[config.mk]
export PLATFORM = sky130hd
export DESIGN_NAME = usdp_port
export DESIGN_NICKNAME = d
export VERILOG_FILES = /design/src/common/usdp_pkg.sv /design/src/hdl/usdp_fifo.sv /design/src/hdl/usdp_skid.sv /design/src/hdl/usdp_port.sv
export SDC_FILE = /design/constraint.sdc
export NUM_CORES = 1
export LEC_CHECK = 0
export ABC_AREA = 0
export BUFFER_PORTS_ARGS = -buffer_cell sky130_fd_sc_hd__buf_2
export CAP_MARGIN = 20
export CORE_MARGIN = 2
export CORE_UTILIZATION = 45
export DETAILED_ROUTE_END_ITERATION = 8
export PLACE_DENSITY = 0.72
export SETUP_SLACK_MARGIN = 0.2
export SLEW_MARGIN = 20
export SYNTH_ARGS = -nofsm -noshare
export SYNTH_HDL_FRONTEND = slang
export SYNTH_SLANG_ARGS = --single-unit
[constraint.sdc]
create_clock -name clk -period 6.8 [get_ports clk]
set_input_delay 1.36 -clock clk [delete_from_list [all_inputs] [get_ports clk]]
set_output_delay 1.36 -clock clk [all_outputs]
set_load 0.05 [all_outputs]
[src/common/usdp_pkg.sv]
// Purpose: shared constants and carriers of the uart shadow data port
// Assumes: 32-bit apb, byte addresses as printed
// Notes:   control, status and level words sit just above the shadow block
package usdp_pkg;

   localparam int          WORD_BYTES   = 4;
   localparam int          SHADOW_WORDS = 16;
   localparam int          FIFO_DEPTH   = 16;
   localparam int          CHAR_W       = 8;

   localparam logic [31:0] DATA5_ADDR   = 32'h5000_1144;
   localparam logic [31:0] DATA6_ADDR   = 32'h5000_1148;
   localparam logic [31:0] SHADOW_BASE  = DATA5_ADDR - 32'(5 * WORD_BYTES);
   localparam logic [31:0] SHADOW_END   = SHADOW_BASE + 32'(SHADOW_WORDS * WORD_BYTES);
   localparam logic [31:0] CTRL_ADDR    = SHADOW_END;
   localparam logic [31:0] STAT_ADDR    = SHADOW_END + 32'(WORD_BYTES);
   localparam logic [31:0] LEVEL_ADDR   = SHADOW_END + 32'(2 * WORD_BYTES);
   localparam logic [31:0] ALIGN_MASK   = 32'h0000_0003;

   localparam logic [7:0]  DATA_RESET   = 8'h00;
   localparam logic [7:0]  CTRL_RESET   = 8'h00;
   localparam logic [7:0]  CTRL_MASK    = 8'h03;
   localparam int          CTRL_FIFO_EN = 0;
   localparam int          CTRL_IR_MODE = 1;

   localparam int          STAT_DR      = 0;
   localparam int          STAT_OVR     = 1;
   localparam int          STAT_TX_FULL = 2;
   localparam int          STAT_RX_FULL = 3;
   localparam int          STAT_TX_HOLDING_EMPTY    = 5;
   localparam int          LEVEL_TX_LSB = 16;

   typedef struct packed {
      logic [31:0] paddr;
      logic        psel;
      logic        penable;
      logic        pwrite;
      logic [31:0] pwdata;
   } usdp_apb_req_type;

   typedef struct packed {
      logic              valid;
      logic [CHAR_W-1:0] data;
   } usdp_char_type;

endpackage

[src/hdl/usdp_fifo.sv]
// Purpose: synchronous fifo in flip-flops with valid/ready on both sides
// Assumes: one clock, flush empties it in one cycle
// Notes:   head data is combinational from the storage array
`timescale 1ns/1ps
module usdp_fifo #(
   parameter int WIDTH = 8,
   parameter int DEPTH = 16,
   parameter int CW    = $clog2(DEPTH + 1)
) (
   input  wire logic             clk,
   input  wire logic             resetn,
   input  wire logic             flush,
   input  wire logic             in_valid,
   input  wire logic [WIDTH-1:0] in_data,
   output logic                  in_ready,
   output logic                  out_valid,
   output logic      [WIDTH-1:0] out_data,
   input  wire logic             out_ready,
   output logic      [CW-1:0]    count
);
   localparam int AW = (DEPTH > 1) ? $clog2(DEPTH) : 1;
   localparam logic [AW-1:0] LAST = AW'(DEPTH - 1);

   logic [WIDTH-1:0] mem_r [DEPTH];
   logic [AW-1:0]    wr_r;
   logic [AW-1:0]    rd_r;
   logic [CW-1:0]    cnt_r;

   wire push = in_valid && in_ready;
   wire pop  = out_valid && out_ready;

   assign in_ready  = (cnt_r != CW'(DEPTH));
   assign out_valid = (cnt_r != '0);
   assign out_data  = mem_r[rd_r];
   assign count     = cnt_r;

   always_ff @(posedge clk) begin
      if (push) begin
         mem_r[wr_r] <= in_data;
      end
   end

   always_ff @(posedge clk or negedge resetn) begin
      if (!resetn) begin
         wr_r  <= '0;
         rd_r  <= '0;
         cnt_r <= '0;
      end else if (flush) begin
         wr_r  <= '0;
         rd_r  <= '0;
         cnt_r <= '0;
      end else begin
         if (push) begin
            wr_r <= (wr_r == LAST) ? '0 : wr_r + 1'b1;
         end
         if (pop) begin
            rd_r <= (rd_r == LAST) ? '0 : rd_r + 1'b1;
         end
         cnt_r <= cnt_r + CW'(push) - CW'(pop);
      end
   end
endmodule

[src/hdl/usdp_skid.sv]
// Purpose: two-entry buffer between the transmit source and the serializer
// Assumes: in_ready and out side come straight from flip-flops
// Notes:   a stall on out_ready loses nothing; second entry absorbs it
`timescale 1ns/1ps
module usdp_skid #(
   parameter int WIDTH = 8
) (
   input  wire logic             clk,
   input  wire logic             resetn,
   input  wire logic             in_valid,
   input  wire logic [WIDTH-1:0] in_data,
   output logic                  in_ready,
   output logic                  out_valid,
   output logic      [WIDTH-1:0] out_data,
   input  wire logic             out_ready
);
   logic             main_v_r;
   logic [WIDTH-1:0] main_d_r;
   logic             spare_v_r;
   logic [WIDTH-1:0] spare_d_r;

   wire take = in_valid && !spare_v_r;
   wire give = main_v_r && out_ready;

   assign in_ready  = !spare_v_r;
   assign out_valid = main_v_r;
   assign out_data  = main_d_r;

   always_ff @(posedge clk or negedge resetn) begin
      if (!resetn) begin
         main_v_r  <= 1'b0;
         main_d_r  <= '0;
         spare_v_r <= 1'b0;
         spare_d_r <= '0;
      end else begin
         if (give) begin
            main_v_r <= spare_v_r;
            main_d_r <= spare_d_r;
            spare_v_r <= 1'b0;
         end
         if (take && (!main_v_r || give)) begin
            main_v_r <= 1'b1;
            main_d_r <= in_data;
         end else if (take) begin
            spare_v_r <= 1'b1;
            spare_d_r <= in_data;
         end
      end
   end
endmodule

[src/hdl/usdp_port.sv]
// Purpose: shadow receive/transmit data port of a uart, apb slave
// Assumes: deserializer and serializer on clk, 125 MHz, one char per strobe
// Notes:   one wait state on every apb access
//
// The APB interface to the registers was decided locally.
`timescale 1ns/1ps
module usdp_port #(
   parameter int RX_DEPTH = usdp_pkg::FIFO_DEPTH,
   parameter int TX_DEPTH = usdp_pkg::FIFO_DEPTH
) (
   input  wire logic                       clk,
   input  wire logic                       resetn,
   input  wire usdp_pkg::usdp_apb_req_type apb_req,
   output logic [31:0]                     prdata,
   output logic                            pready,
   output logic                            pslverr,
   input  wire usdp_pkg::usdp_char_type    rx_sin_char,
   input  wire usdp_pkg::usdp_char_type    rx_sir_char,
   output usdp_pkg::usdp_char_type         tx_char,
   input  wire logic                       tx_char_ready,
   output logic                            ir_mode
);
   import usdp_pkg::*;

   localparam int RCW = $clog2(RX_DEPTH + 1);
   localparam int TCW = $clog2(TX_DEPTH + 1);

   logic [31:0]       prdata_r;
   logic              pready_r;
   logic              pslverr_r;
   logic [7:0]        ctrl_r;
   logic [CHAR_W-1:0] rbr_r;
   logic              dr_r;
   logic              ovr_r;
   logic [CHAR_W-1:0] thr_r;
   logic              thr_full_r;

   // ---- apb decode
   wire [31:0] addr      = apb_req.paddr;
   wire        aligned   = (addr & ALIGN_MASK) == '0;
   wire        hit_data  = aligned && (addr >= SHADOW_BASE) && (addr < SHADOW_END);
   wire        hit_ctrl  = (addr == CTRL_ADDR);
   wire        hit_stat  = (addr == STAT_ADDR);
   wire        hit_level = (addr == LEVEL_ADDR);
   wire        hit_any   = hit_data || hit_ctrl || hit_stat || hit_level;
   // effects land on the first access edge, answer shows one edge later
   wire        cap       = apb_req.psel && apb_req.penable && !pready_r;
   wire        rd_data   = cap && !apb_req.pwrite && hit_data;
   wire        wr_data   = cap && apb_req.pwrite && hit_data;
   wire        wr_ctrl   = cap && apb_req.pwrite && hit_ctrl;
   wire        rd_stat   = cap && !apb_req.pwrite && hit_stat;
   wire        unmapped  = cap && !hit_any;

   wire        fifo_en   = ctrl_r[CTRL_FIFO_EN];
   wire        ir_sel    = ctrl_r[CTRL_IR_MODE];
   wire [7:0]  ctrl_nxt  = apb_req.pwdata[7:0] & CTRL_MASK;
   // changing fifo mode empties both fifos; stale chars already in the skid buffer still go out
   wire        flush     = wr_ctrl && (ctrl_nxt[CTRL_FIFO_EN] != fifo_en);

   // ---- receive side
   usdp_char_type     rx_in;
   logic              rxf_in_ready;
   logic              rxf_valid;
   logic [CHAR_W-1:0] rxf_data;
   logic [RCW-1:0]    rxf_count;

   assign rx_in = ir_sel ? rx_sir_char : rx_sin_char;

   wire rx_take  = rx_in.valid;
   // a pop in the same cycle frees no slot for the arrival
   wire rx_lost  = rx_take && (fifo_en ? !rxf_in_ready : (dr_r && !rd_data));
   wire dr       = fifo_en ? rxf_valid : dr_r;
   wire [CHAR_W-1:0] rx_head = fifo_en ? (rxf_valid ? rxf_data : DATA_RESET) : rbr_r;

   usdp_fifo #(
      .WIDTH (CHAR_W),
      .DEPTH (RX_DEPTH)
   ) u_rx_fifo (
      .clk       (clk),
      .resetn    (resetn),
      .flush     (flush),
      .in_valid  (fifo_en && rx_take),
      .in_data   (rx_in.data),
      .in_ready  (rxf_in_ready),
      .out_valid (rxf_valid),
      .out_data  (rxf_data),
      .out_ready (fifo_en && rd_data),
      .count     (rxf_count)
   );

   // ---- transmit side
   logic              txf_in_ready;
   logic              txf_valid;
   logic [CHAR_W-1:0] txf_data;
   logic [TCW-1:0]    txf_count;
   logic              sk_in_ready;
   logic              sk_valid;
   logic [CHAR_W-1:0] sk_data;

   wire              sk_in_valid = fifo_en ? txf_valid : thr_full_r;
   wire [CHAR_W-1:0] sk_in_data  = fifo_en ? txf_data : thr_r;
   wire              thr_take    = !fifo_en && thr_full_r && sk_in_ready;
   wire              tx_holding_empty        = fifo_en ? !txf_valid : !thr_full_r;
   wire              txf_pop     = fifo_en && txf_valid && sk_in_ready;

   usdp_fifo #(
      .WIDTH (CHAR_W),
      .DEPTH (TX_DEPTH)
   ) u_tx_fifo (
      .clk       (clk),
      .resetn    (resetn),
      .flush     (flush),
      .in_valid  (fifo_en && wr_data),
      .in_data   (apb_req.pwdata[CHAR_W-1:0]),
      .in_ready  (txf_in_ready),
      .out_valid (txf_valid),
      .out_data  (txf_data),
      .out_ready (fifo_en && sk_in_ready),
      .count     (txf_count)
   );

   // two entries so a stalled serializer holds up the holding register only once both are full
   usdp_skid #(
      .WIDTH (CHAR_W)
   ) u_tx_skid (
      .clk       (clk),
      .resetn    (resetn),
      .in_valid  (sk_in_valid),
      .in_data   (sk_in_data),
      .in_ready  (sk_in_ready),
      .out_valid (sk_valid),
      .out_data  (sk_data),
      .out_ready (tx_char_ready)
   );

   // ---- read mux
   logic [31:0] stat_word;
   logic [31:0] level_word;
   logic [31:0] rd_word;

   always_comb begin
      stat_word               = '0;
      stat_word[STAT_DR]      = dr;
      stat_word[STAT_OVR]     = ovr_r;
      stat_word[STAT_TX_FULL] = fifo_en && !txf_in_ready;
      stat_word[STAT_RX_FULL] = fifo_en && !rxf_in_ready;
      stat_word[STAT_TX_HOLDING_EMPTY]    = tx_holding_empty;
   end

   assign level_word = 32'(rxf_count) | (32'(txf_count) << LEVEL_TX_LSB);
   assign rd_word    = hit_data  ? 32'(rx_head) :
                       hit_ctrl  ? 32'(ctrl_r)  :
                       hit_stat  ? stat_word    :
                       hit_level ? level_word   : '0;

   // ---- apb answer
   // prdata holds between reads, so a late sampler still sees the last word
   always_ff @(posedge clk or negedge resetn) begin
      if (!resetn) begin
         pready_r  <= 1'b0;
         pslverr_r <= 1'b0;
         prdata_r  <= '0;
      end else begin
         pready_r  <= cap;
         pslverr_r <= unmapped;
         if (cap && !apb_req.pwrite) begin
            prdata_r <= rd_word;
         end
      end
   end

   always_ff @(posedge clk or negedge resetn) begin
      if (!resetn) begin
         ctrl_r <= CTRL_RESET;
      end else if (wr_ctrl) begin
         ctrl_r <= ctrl_nxt;
      end
   end

   // receive buffer for fifo-off mode; a read and an arrival together keep dr
   always_ff @(posedge clk or negedge resetn) begin
      if (!resetn) begin
         rbr_r <= DATA_RESET;
         dr_r  <= 1'b0;
      end else if (!fifo_en && rx_take) begin
         rbr_r <= rx_in.data;
         dr_r  <= 1'b1;
      end else if (!fifo_en && rd_data) begin
         dr_r  <= 1'b0;
      end else if (flush) begin
         dr_r  <= 1'b0;
      end
   end

   // overrun is sticky; status read clears it, a new loss in that cycle wins
   always_ff @(posedge clk or negedge resetn) begin
      if (!resetn) begin
         ovr_r <= 1'b0;
      end else if (rx_lost) begin
         ovr_r <= 1'b1;
      end else if (rd_stat) begin
         ovr_r <= 1'b0;
      end
   end

   // holding register for fifo-off mode; write wins over hand-off
   always_ff @(posedge clk or negedge resetn) begin
      if (!resetn) begin
         thr_r      <= DATA_RESET;
         thr_full_r <= 1'b0;
      end else if (!fifo_en && wr_data) begin
         thr_r      <= apb_req.pwdata[CHAR_W-1:0];
         thr_full_r <= 1'b1;
      end else if (thr_take || flush) begin
         thr_full_r <= 1'b0;
      end
   end

   assign prdata        = prdata_r;
   assign pready        = pready_r;
   assign pslverr       = pslverr_r;
   assign tx_char       = usdp_char_type'{valid: sk_valid, data: sk_data};
   assign ir_mode       = ctrl_r[CTRL_IR_MODE];
endmodule

==> run metrics <==
Horiz. Die Dim=roughly 190 microns; crit path kind=input pin to flip-flop; Rows=66; CP Launch Type=input pin; diode count=0; Routed WL per cell=between 20 and 25 microns; clk root buf=clkbuf_16; Tcrit/Tclk final=about 63%; PD cells=between 200 and 300 mW/mm^2; full die area=between 0.03 and 0.04 sq mm; sequential element share of the synthesized area=around two thirds; synthesized instance count=between 900 and 1000; clock-pin slew on the worst setup and hold paths=0.06 ns; RSZ-0062 raised after global routing=false; io pins=between 100 and 150; Primary FF master, synth=edfxtp_1; hold depth=2; Synth Area in Compound Gates=under 10%; mux cell area share after synthesis=between 10% and 20%; Post-Route Skew=0.0258 ns; adder-cell share of the synthesized area=around 2.1%; Register Area=0.00969 sq mm; Setup TNS=0 ns; initial antenna violation count=0; initial cell density of the core=between 40% and 50%; Slew Viols, Final=0; pin count of the biggest net entering global routing=81; sequential share of power=around 52%; vias per cell=between 5 and 6; Combinational Power Share=2.5%; maximum vdd drop=between 0.0002 and 0.00025 V; chip height=~190 microns; placed cell areas=~0.016 sq mm; post-route cell area=~0.017 sq mm; EDFF count, synth=256; hold crit path type=flip-flop to flip-flop; Max-slew headroom=26.7%; library cells used by synthesis=a little over 70; CP Capture Type=flip-flop; leak pwr=roughly 6.1 nW; area of the multi-input gates=between 0.004 and 0.005 sq mm; Synth Area in XOR/XNOR=0.592%; Fmax achieved=0.234 GHz; Critical Path RT=7.15 ns; Detail Route Antenna Nets=0; routability cong.=just over 0.8; Synth Cell Area=about 0.015 sq mm; Final Hold Fails=0; WL final=between 30000 and 40000 microns; # fillers=2647; clock share of power=between 40% and 50%; Post-synth ARST share=between 20% and 30%; # nets final=around 1200; CTS tree=built; vias post-DR=8542; NetSw=about 0.86 mW; drt drc=0; layout cells sized above 1=between 20% and 30%; cells on worst reg2reg path=13; Hold-fix buffers, CTS=0; initial DRC count=about 700; post-route minimum period=approximately 4.3 ns; total track usage=a little under a fifth; syn_area_per_cell=about 15 sq um; final setup vio count=0; clk_lat worst skew=roughly 0.52 ns; # resized after CTS=0; Core ar.=approximately 0.032 sq mm; number of buffers created by CTS=36; IO Port Bufs=between 80 and 90; TritonCTS Sinks=336; Area Overhead vs Synth=13.8%; status=finished, final reports clean; postcts setup bufs=0; Post-Synth Simple-Gate Area=9.86%; drt pass-1 iters=5; Post-DP HPWL=between 20000 and 25000 microns; CP Max Fanout=14; Ys Warns=0; internal power=between 3 and 4 mW; post-synthesis register bit count=336; Slew @ Worst Pin=approximately 1.1 ns; Sw Ratio=about a fifth; first-pass GRT wire length=between 40000 and 50000 microns; Arrival @ worst endpoint=about 4.6 ns; maximum root-to-sink buffer count=3; grt ovf=0; H-tree levels=2; largest family of logic cells by synthesized area=multiplexers; Max Cap Violations=0; number of global-route vias before repair=between 8000 and 9000
==> area by class of cell <==
class                   count  share of cell area (%)
clock buffers              50                    5.91
well taps                 442                    3.29
repair buffers            102                    3.28
flip-flops and latches    336                    57.6
inverters                  25                   0.558
clock inverters            14                    1.08
multi-input cells         552                    28.3
==> routing by layer <==
layer | up-vias | wire length [microns] | global-route usage (%)
met4 | 0 | 734 | 5.37
met5 | - | 0 | 0
li1 | 3878 | - | -
met3 | 52 | 1620 | 2.73
met1 | 4348 | 12700 | 24.0
met2 | 264 | 15900 | 32.0
==> worst paths after layout <==
check                      slack [ns]                  to   startpoint
max reg2reg                      3.10  u_rx_fifo.count[4]       pready
min in group asynchronous        0.87          prdata[18]       resetn
max in group asynchronous        5.33   u_rx_fifo.rd_r[0]       resetn
min                              0.48            rbr_r[6]     rbr_r[6]
max                              2.53  u_rx_fifo.count[4]  apb_req[32]
min reg2reg                      0.48            rbr_r[6]     rbr_r[6]
==> cells in the mapped netlist, drive strengths merged, types with 15 or more instances <==
cell type,count,area [sq um]
o21ai,20,100
a21oi,33,165
ha,22,275
nor2,30,113
nand3,19,95.1
nand2,74,278
mux2i,30,300
buf,43,269
mux4,57,1280
edfxtp,256,7690
nor2b,16,100
clkbuf,21,78.8
inv,24,90.1
nand2b,15,93.8
and2,29,181
dfrtp,80,2000
mux2,19,214
==> cell usage in the layout (no fill, tap or decap), types with 16 or more instances in the layout <==
| cell type | synthesis | final |
|---|---|---|
| dfrtp_1 | 80 | 78 |
| mux4_2 | 57 | 57 |
| mux2i_1 | 30 | 30 |
| and2_1 | 29 | 29 |
| conb_1 | 1 | 19 |
| inv_1 | 23 | 23 |
| o21ai_0 | 20 | 20 |
| mux2_2 | 19 | 19 |
| clkbuf_16 | 0 | 36 |
| nand3_1 | 19 | 19 |
| nand2_1 | 74 | 74 |
| nor2_1 | 30 | 30 |
| buf_2 | 11 | 87 |
| ha_1 | 22 | 22 |
| nor2b_1 | 16 | 16 |
| a21oi_1 | 33 | 33 |
| edfxtp_1 | 256 | 256 |
==> power groups by stage <==
stage	registers [mW]	clock network, mW	logic [mW]
CTS	2.22	1.96	0.105
global route	2.22	2.04	0.115
finish	2.22	1.92	0.105
global placement	2.26	0	0.101
detailed placement	2.26	0	0.105
floorplan	2.26	0	0.0558
==> worst max-delay path, stage by stage <==
cell	delay, ns
buf_2	0.13
nor4bb_1	0.77
nand3_1	0.24
nor4_4	0.66
ha_1	0.37
inv_1	0.06
ha_1	0.17
inv_1	0.06
fa_1	0.39
inv_1	0.07
a21oi_1	0.05
nor2_1	0.11
or3_1	0.12
a21oi_1	0.06
==> per-stage QoR <==
step / util, % / total power, mW / setup WS [ns] / hold slack [ns] / cells
after floorplan: - / 2.32 / 2.90 / 0.446 / 977
final: 51.8 / 4.24 / 2.53 / 0.484 / 1521
after CTS: 51.8 / 4.29 / 2.55 / 0.485 / 1520
after global routing: 51.8 / 4.38 / 2.29 / 0.505 / 1521
after detailed placement: 48.2 / 2.37 / 2.01 / 0.471 / 1456
after global placement: 48.2 / 2.36 / 2.07 / 0.461 / 1456
==> flip-flops by register name, indices dropped and copies added, names as in the netlist, 2 cells and up <==
| name | flops |
|---|---|
| ctrl_r | 2 |
| prdata | 13 |
| rbr_r | 8 |
| thr_r | 8 |
| u_rx_fifo.count | 5 |
| u_rx_fifo.mem_r | 128 |
| u_rx_fifo.rd_r | 4 |
| u_rx_fifo.wr_r | 4 |
| u_tx_fifo.count | 5 |
| u_tx_fifo.mem_r | 128 |
| u_tx_fifo.rd_r | 4 |
| u_tx_fifo.wr_r | 4 |
| u_tx_skid.out_data | 8 |
| u_tx_skid.spare_d_r | 8 |
==> logic make-up (layout without fill, tap and decap cells) <==
kind of cell / after synthesis / in the layout
DFF: 336 / 336
and+or+nand+nor: 252 / 252
AOI/OAI and AO/OA: 141 / 141
muxes: 106 / 106
buffers and inverters: 89 / 191
adders and majority gates: 24 / 24
xor gates and xnor gates: 10 / 10
other: 1 / 19
(Power assumes the default switching activity.)
